[src/rtl/qbp_defines.vh]
// constants for the quasi-bidirectional port latch block
// assumes inclusion by bare name from the port module
`ifndef QBP_DEFINES_VH
`define QBP_DEFINES_VH

// latch reset value per port bit
`define QBP_LATCH_RST 1'b1

// port selector codes on the cpu side
`define QBP_PORT0 3'h0
`define QBP_PORT1 3'h1
`define QBP_PORT2 3'h2
`define QBP_PORT3 3'h3
`define QBP_PORT4 3'h4

// cpu operation codes
`define QBP_OP_NONE 3'h0
`define QBP_OP_WRITE 3'h1
`define QBP_OP_RD_LATCH 3'h2
`define QBP_OP_RD_PIN 3'h3
`define QBP_OP_RMW_BYTE 3'h4
`define QBP_OP_RMW_BIT 3'h5

// strong pull-up pulse length
`define QBP_BOOST_CYC 2'h2

// port 3 bits whose alternate input ignores the latch
`define QBP_P3_TXD_BIT 1
`define QBP_P3_WR_BIT 6

// port 4 bits
`define QBP_P4_CANTX_BIT 0
`define QBP_P4_CANRX_BIT 1

`endif

[src/rtl/qbp_ports.v]
// five parallel port latches with quasi-bidirectional pin control
// assumes cpu strobes and pins synchronous to clk_sys (one osc period)
`timescale 1ns/1ps
`include "qbp_defines.vh"

module qbp_ports #(
	parameter W = 8, // port width
	parameter W4 = 2 // port 4 width
) (
	// clock and reset
	input wire clk_sys,
	input wire rst_n,
	// cpu side
	input wire [2:0] cpu_port,    // port selector
	input wire [2:0] cpu_op,      // operation code
	input wire [W-1:0] cpu_wdata, // write data or rmw operand result
	input wire [2:0] cpu_bit,     // bit index for bit ops
	input wire cpu_bit_val,       // new value for bit ops
	output reg [W-1:0] cpu_rdata, // read data
	output reg [W-1:0] rmw_src,   // latch value fed to rmw alu
	// external bus
	input wire bus_cycle,         // external memory cycle active
	input wire [W-1:0] bus_addr_lo, // multiplexed low address/data
	input wire [W-1:0] bus_addr_hi, // high address
	// alternate functions
	input wire [W-1:0] alt_out1,
	input wire [W-1:0] alt_out3,
	input wire can_tx_out,
	input wire [W-1:0] analog_sel1, // port 1 analog select
	output wire [W-1:0] alt_in3,    // gated port 3 alternate inputs
	output wire can_rx_in,          // gated can receive
	// pins
	input wire [W-1:0] p0_in,
	input wire [W-1:0] p1_in,
	input wire [W-1:0] p2_in,
	input wire [W-1:0] p3_in,
	input wire [W4-1:0] p4_in,
	output reg [W-1:0] p0_drv_low,  // nfet on
	output reg [W-1:0] p0_drv_high, // strong pfet on
	output reg [W-1:0] p1_drv_low,
	output reg [W-1:0] p2_drv_low,
	output reg [W-1:0] p3_drv_low,
	output reg [W4-1:0] p4_drv_low,
	output reg [W-1:0] p1_boost, // short strong pull-up
	output reg [W-1:0] p2_boost,
	output reg [W-1:0] p3_boost,
	output reg [W4-1:0] p4_boost,
	output reg [W-1:0] p1_keeper, // weak keeper pull-up
	output reg [W-1:0] p2_keeper,
	output reg [W-1:0] p3_keeper,
	output reg [W4-1:0] p4_keeper,
	output reg [W-1:0] p1_vweak,  // very weak pull-up
	output reg [W-1:0] p2_vweak,
	output reg [W-1:0] p3_vweak,
	output reg [W4-1:0] p4_vweak
);

// -----------------------------------------------------------------
// latches
// -----------------------------------------------------------------
reg [W-1:0] lat0_q, lat1_q, lat2_q, lat3_q; // port output latches
reg [W4-1:0] lat4_q; // two-bit port 4
reg [W-1:0] cur_lat; // selected latch
reg [W-1:0] cur_pin; // selected pins
reg [W-1:0] new_val; // value to write back
reg wr_en; // latch update this cycle

// select latch and pins of addressed port
always @* begin
	cur_lat = {W{1'b0}};
	cur_pin = {W{1'b0}};
	case (cpu_port)
		`QBP_PORT0: begin
			cur_lat = lat0_q;
			cur_pin = p0_in;
		end
		`QBP_PORT1: begin
			cur_lat = lat1_q;
			cur_pin = p1_in;
		end
		`QBP_PORT2: begin
			cur_lat = lat2_q;
			cur_pin = p2_in;
		end
		`QBP_PORT3: begin
			cur_lat = lat3_q;
			cur_pin = p3_in;
		end
		`QBP_PORT4: begin
			cur_lat = {{(W-W4){1'b0}}, lat4_q};
			cur_pin = {{(W-W4){1'b0}}, p4_in};
		end
		default: begin
			cur_lat = {W{1'b0}};
		end
	endcase
end

// compute written value
always @* begin
	new_val = cpu_wdata;
	wr_en = 1'b0;
	rmw_src = cur_lat; // rmw source is latch
	case (cpu_op)
		`QBP_OP_WRITE, `QBP_OP_RMW_BYTE: begin
			wr_en = 1'b1;
		end
		`QBP_OP_RMW_BIT: begin
			new_val = cur_lat;
			new_val[cpu_bit] = cpu_bit_val;
			wr_en = 1'b1;
		end
		default: begin
			wr_en = 1'b0;
		end
	endcase
end

// latch update, registered at operation end
// reset to ones
always @(posedge clk_sys or negedge rst_n) begin
	if (!rst_n) begin
		lat0_q <= {W{`QBP_LATCH_RST}};
		lat1_q <= {W{`QBP_LATCH_RST}};
		lat2_q <= {W{`QBP_LATCH_RST}};
		lat3_q <= {W{`QBP_LATCH_RST}};
		lat4_q <= {W4{`QBP_LATCH_RST}};
	end else if (wr_en) begin
		case (cpu_port)
			`QBP_PORT0: lat0_q <= new_val;
			`QBP_PORT1: lat1_q <= new_val;
			`QBP_PORT2: lat2_q <= new_val;
			`QBP_PORT3: lat3_q <= new_val;
			`QBP_PORT4: lat4_q <= new_val[W4-1:0];
			default: lat0_q <= lat0_q;
		endcase
	end
end

// read data register
// read latch or pin
always @(posedge clk_sys or negedge rst_n) begin
	if (!rst_n) begin
		cpu_rdata <= {W{1'b0}};
	end else if (cpu_op == `QBP_OP_RD_LATCH) begin
		cpu_rdata <= cur_lat;
	end else if (cpu_op == `QBP_OP_RD_PIN) begin
		cpu_rdata <= cur_pin;
	end
end

// -----------------------------------------------------------------
// boost pulse after rising latch bits
// -----------------------------------------------------------------
reg [W-1:0] prev1_q, prev2_q, prev3_q; // latch one cycle ago
reg [W4-1:0] prev4_q;
reg [W-1:0] rise1_q, rise2_q, rise3_q; // second boost cycle
reg [W4-1:0] rise4_q;
wire [W-1:0] up1 = lat1_q & ~prev1_q;
wire [W-1:0] up2 = lat2_q & ~prev2_q;
wire [W-1:0] up3 = lat3_q & ~prev3_q;
wire [W4-1:0] up4 = lat4_q & ~prev4_q;

// track previous latch and stretch rise to two cycles
// two-period boost window
always @(posedge clk_sys or negedge rst_n) begin
	if (!rst_n) begin
		prev1_q <= {W{`QBP_LATCH_RST}};
		prev2_q <= {W{`QBP_LATCH_RST}};
		prev3_q <= {W{`QBP_LATCH_RST}};
		prev4_q <= {W4{`QBP_LATCH_RST}};
		rise1_q <= {W{1'b0}};
		rise2_q <= {W{1'b0}};
		rise3_q <= {W{1'b0}};
		rise4_q <= {W4{1'b0}};
	end else begin
		prev1_q <= lat1_q;
		prev2_q <= lat2_q;
		prev3_q <= lat3_q;
		prev4_q <= lat4_q;
		rise1_q <= up1;
		rise2_q <= up2;
		rise3_q <= up3;
		rise4_q <= up4;
	end
end

// -----------------------------------------------------------------
// pin drivers, one cycle behind the latch
// -----------------------------------------------------------------
wire [W-1:0] lvl0 = bus_cycle ? bus_addr_lo : lat0_q;
wire [W-1:0] lvl2 = bus_cycle ? bus_addr_hi : lat2_q;
wire [W-1:0] lvl1 = lat1_q & alt_out1;
// sized one-hot masks, so no 32-bit shift result is cut silently
wire [W-1:0] p3_free = ({{(W-1){1'b0}}, 1'b1} << `QBP_P3_TXD_BIT) |
	({{(W-1){1'b0}}, 1'b1} << `QBP_P3_WR_BIT);
wire [W-1:0] lvl3 = lat3_q & alt_out3;
wire [W4-1:0] lvl4 = lat4_q & {{(W4-1){1'b1}}, can_tx_out};

assign alt_in3 = p3_in & (lat3_q | p3_free);
assign can_rx_in = p4_in[`QBP_P4_CANRX_BIT] & lat4_q[`QBP_P4_CANRX_BIT];

// register pin control
// pins follow next cycle
always @(posedge clk_sys or negedge rst_n) begin
	if (!rst_n) begin
		p0_drv_low <= {W{1'b0}};
		p0_drv_high <= {W{1'b0}};
		p1_drv_low <= {W{1'b0}};
		p2_drv_low <= {W{1'b0}};
		p3_drv_low <= {W{1'b0}};
		p4_drv_low <= {W4{1'b0}};
		p1_boost <= {W{1'b0}};
		p2_boost <= {W{1'b0}};
		p3_boost <= {W{1'b0}};
		p4_boost <= {W4{1'b0}};
		p1_keeper <= {W{1'b0}};
		p2_keeper <= {W{1'b0}};
		p3_keeper <= {W{1'b0}};
		p4_keeper <= {W4{1'b0}};
		p1_vweak <= {W{1'b0}};
		p2_vweak <= {W{1'b0}};
		p3_vweak <= {W{1'b0}};
		p4_vweak <= {W4{1'b0}};
	end else begin
		p0_drv_low <= ~lvl0;
		p1_drv_low <= ~lvl1;
		p2_drv_low <= ~lvl2;
		p3_drv_low <= ~lvl3;
		p4_drv_low <= ~lvl4;
		// port 0 high side only in bus
		p0_drv_high <= bus_cycle ? bus_addr_lo : {W{1'b0}};
		// port 1 pull-ups off on analog
		p1_boost <= (up1 | rise1_q) & ~analog_sel1;
		// port 2 strong high in bus
		p2_boost <= bus_cycle ? bus_addr_hi : (up2 | rise2_q);
		p3_boost <= up3 | rise3_q;
		p4_boost <= up4 | rise4_q;
		p1_keeper <= p1_in & lvl1 & ~analog_sel1;
		p2_keeper <= p2_in & lvl2;
		p3_keeper <= p3_in & lvl3;
		p4_keeper <= p4_in & lvl4;
		p1_vweak <= lvl1 & ~analog_sel1;
		p2_vweak <= lvl2;
		p3_vweak <= lvl3;
		p4_vweak <= lvl4;
	end
end

endmodule // qbp_ports

[config.mk]
export PLATFORM = sky130hd
export DESIGN_NAME = qbp_ports
export DESIGN_NICKNAME = d
export VERILOG_FILES = /design/src/rtl/qbp_ports.v
export VERILOG_INCLUDE_DIRS = /design/src /design/src/rtl
export SDC_FILE = /design/constraint.sdc
export NUM_CORES = 1
export LEC_CHECK = 0
export ABC_AREA = 0
export BUFFER_PORTS_ARGS = -buffer_cell sky130_fd_sc_hd__buf_4
export CELL_PAD_IN_SITES_DETAIL_PLACEMENT = 2
export CELL_PAD_IN_SITES_GLOBAL_PLACEMENT = 2
export CORE_MARGIN = 5
export CORE_UTILIZATION = 33
export DETAILED_ROUTE_END_ITERATION = 10
export PLACE_DENSITY_LB_ADDON = 0.1
export SLEW_MARGIN = 20
export SYNTH_ARGS = -nofsm -noshare
export SYNTH_HDL_FRONTEND = slang
export SYNTH_SLANG_ARGS = --single-unit
[constraint.sdc]
create_clock -name clk_sys -period 1.8 [get_ports clk_sys]
set_input_delay 0.18 -clock clk_sys [delete_from_list [all_inputs] [get_ports clk_sys]]
set_output_delay 0.18 -clock clk_sys [all_outputs]
set_load 0.02 [all_outputs]
==> impl_metrics.py <==
metrics = {
    "synthesis": {
        "synth.distinct_cells": 54,
        "syn-cell-area_um2": 7890,
        "synth-main-ff-cell": "dfrtp_1",
        "ys_seq_elements": 214,
        "synth_cells": 584,
        "syn_nets": 680,
        "yosys.area.top_type": "dfrtp_1",
        "synth_edf_count": 0,
        "synth.top_cell.area_share": 0.489,
        "syn_area_per_cell_um2": 13.5,
        "async_flop_share": 1.00,
        "ys_warn_count": 0,
        "synth_seq_area_share": 0.688,
        "synth_area_leaders": "dfrtp_1 49%, dfstp_2 20%, mux2_2 3.0%",
    },
    "cts": {
        "clock_latency_ns": 0.51,
        "cts_tree": "yes",
        "cts_buffer_depth": 3,
        "cts_root_buf": "clkbuf_16",
        "htreeDepth": 1,
        "clk_pin_slew_ns": 0.06,
        "clock_sink_count": 214,
        "cts_buffers": 25,
    },
    "worst_hold_path": {
        "min_from": "cpu_wdata[1]",
        "hold_path_class": "in2reg",
    },
    "routing": {
        "post_drt_wl_per_cell_um": 22.7,
        "drt-initial-drc-count": 218,
        "drt_wl_total_um": 29900,
        "drcViolationCount": 0,
        "ant_nets": 0,
        "via_per_inst": 4.73,
        "drtPass1Iterations": 4,
        "num_vias": 6242,
    },
    "critical_path": {
        "worstPathArrival_ns": 1.64,
        "cp-startpoint": "lat0_q[2]",
        "reg2reg_from": "lat0_q[7]",
        "path_max_fanout": 2,
        "required_ns": 1.62,
        "cp-start-kind": "flip-flop",
        "worstSetupPathType": "reg2out",
        "cp-end-kind": "primary output",
    },
    "timing": {
        "slew-limit-headroom": 0.622,
        "min_period_ns": 1.82,
        "whs_ns": 0.0350,
        "finalMaxSlewViolations": 0,
        "worst_slew_pin_slew_ns": 0.561,
        "final-setup-viol-count": 1,
        "fin_crit_sh": 1.01,
        "setup_ws_ns": -0.0192,
        "max_freq_mhz": 550,
        "hold_viol": 0,
        "finClkSkew_ns": 0.00851,
        "rsz0062_at_grt": "true",
    },
    "status": {
        "status": "complete, but fails checks",
        "violations": "negative setup slack",
    },
    "final_layout": {
        "stdcell_count": 1319,
        "drive_above_1_share": 0.492,
        "design_area_um2": 12200,
        "final_common_cell": "buf_4",
        "final_cell_mix": "310 x buf_4, 154 x dfrtp_1, 68 x dlygate4sd3_1",
        "final_nets": 1077,
        "fillCellCount": 2229,
        "area_growth_pct": 54.9,
    },
    "global_routing": {
        "grt_pass1_wl_um": 44900,
        "track_usage": 0.215,
        "grt_pass1_vias": 7461,
        "overflow": 0,
        "grt_max_degree": 47,
        "antenna_found_initial": 3,
    },
    "floorplanning": {
        "die_x_um": 165,
        "core_region_area_um2": 23500,
        "pin_count": 241,
        "start_util": 0.336,
        "rows": 56,
        "die_y_um": 165,
        "fp.dieArea_um2": 27100,
    },
    "power": {
        "leakage_nw": 5.95,
        "ir_drop_mv": 0.684,
        "pwr_density_cell_nw_per_um2": 1260,
    },
    "placement": {
        "dpl_cell_area_um2": 10200,
        "hpwl_um": 19500,
        "place.gp.congestion": 0.796,
        "io_buffers": 240,
        "dpl.cell_count": 1155,
    },
    "flow_run": {
        "max_cap_violations": 0,
    },
}
-- worst max-delay path, cell delays in order (launching register included) --
cell     delay [ns]
dfstp_2        0.56
mux2i_4        0.07
o22ai_2        0.21
buf_4          0.16
buf_6          0.12
-- metal layers --
metal  wire length [µm]  up-vias  GRT usage
met5                 23        -          0
met4                807        4     0.0578
met3               2030       49     0.0586
met2              16200      199      0.409
met1              10900     3218      0.233
li1                   -     2772          -
-- cell usage after synthesis (all sizes together) (7+ instances only) --
cell and number:
a21boi 8, a21oi 11, a31oi 12, and2 24, and3 9, buf 15
dfrtp 154, dfstp 60, inv 26, mux2 25, mux2i 23, nand2 44
nor2 43, nor2b 34, nor3 7, o21ai 13, o22ai 10, or2 15
-- stage by stage --
| stage | TNS (ns) | total power, W | worst slack (ns) | util |
|---|---|---|---|---|
| 4_1_cts | -0.0523 | 0.0153 | -0.0358 | 0.515 |
| 2_1_floorplan | 0 | 0.00800 | 0.172 | - |
| 3_3_place_gp | 0 | 0.00957 | 0.139 | 0.437 |
| 6_report | -0.0192 | 0.0153 | -0.0192 | 0.521 |
| 5_1_grt | -0.315 | 0.0161 | -0.0734 | 0.521 |
| 3_5_place_dp | 0 | 0.00973 | 0.0120 | 0.437 |
-- where the power goes --
part / internal [W] / leakage [nW] / total [W] / switching, W
clock network: 0.00304 / 0.407 / 0.00503 / 0.00199
registers: 0.00599 / 2.54 / 0.00640 / 0.000408
logic: 0.00181 / 3.00 / 0.00391 / 0.00209
-- final timing paths --
kind,end,slack (ns),depth (start not counted)
max reg2reg,lat1_q[7],0.07,5
max in group asynchronous,prev3_q[5],0.95,3
max,rmw_src[2],-0.02,4
min in group asynchronous,rise1_q[1],0.16,2
min reg2reg,prev1_q[0],0.42,0
min,lat2_q[1],0.04,3
-- layout make-up --
type                       count  area (µm²)  area share
inverter                      26        97.6     0.00799
sequential                   214        5430       0.444
clock inverter                 9        98.8     0.00809
multi-input combinational    324        2300       0.188
timing repair buffer         390        3170       0.260
clock buffer                  36         717      0.0587
tap                          319         399      0.0327
antenna                        1        2.50    0.000205
-- what timing repair did --
item,4_1_cts,5_1_grt
buffers inserted,37,13
endpoints found under the setup margin,8,8
resized for setup,15,9
pin swaps,6,5
endpoints found under the hold margin,241,0
hold buffers,68,0
-- cell families after synthesis --
family / after synthesis / share of synthesized area
AO/OA/AOI/OAI: 80 / 0.0744
buffers and inverters: 46 / 0.0282
flip-flops: 214 / 0.688
multiplexers: 51 / 0.0753
AND/OR/NAND/NOR: 193 / 0.134
(Power assumes the default switching activity.)
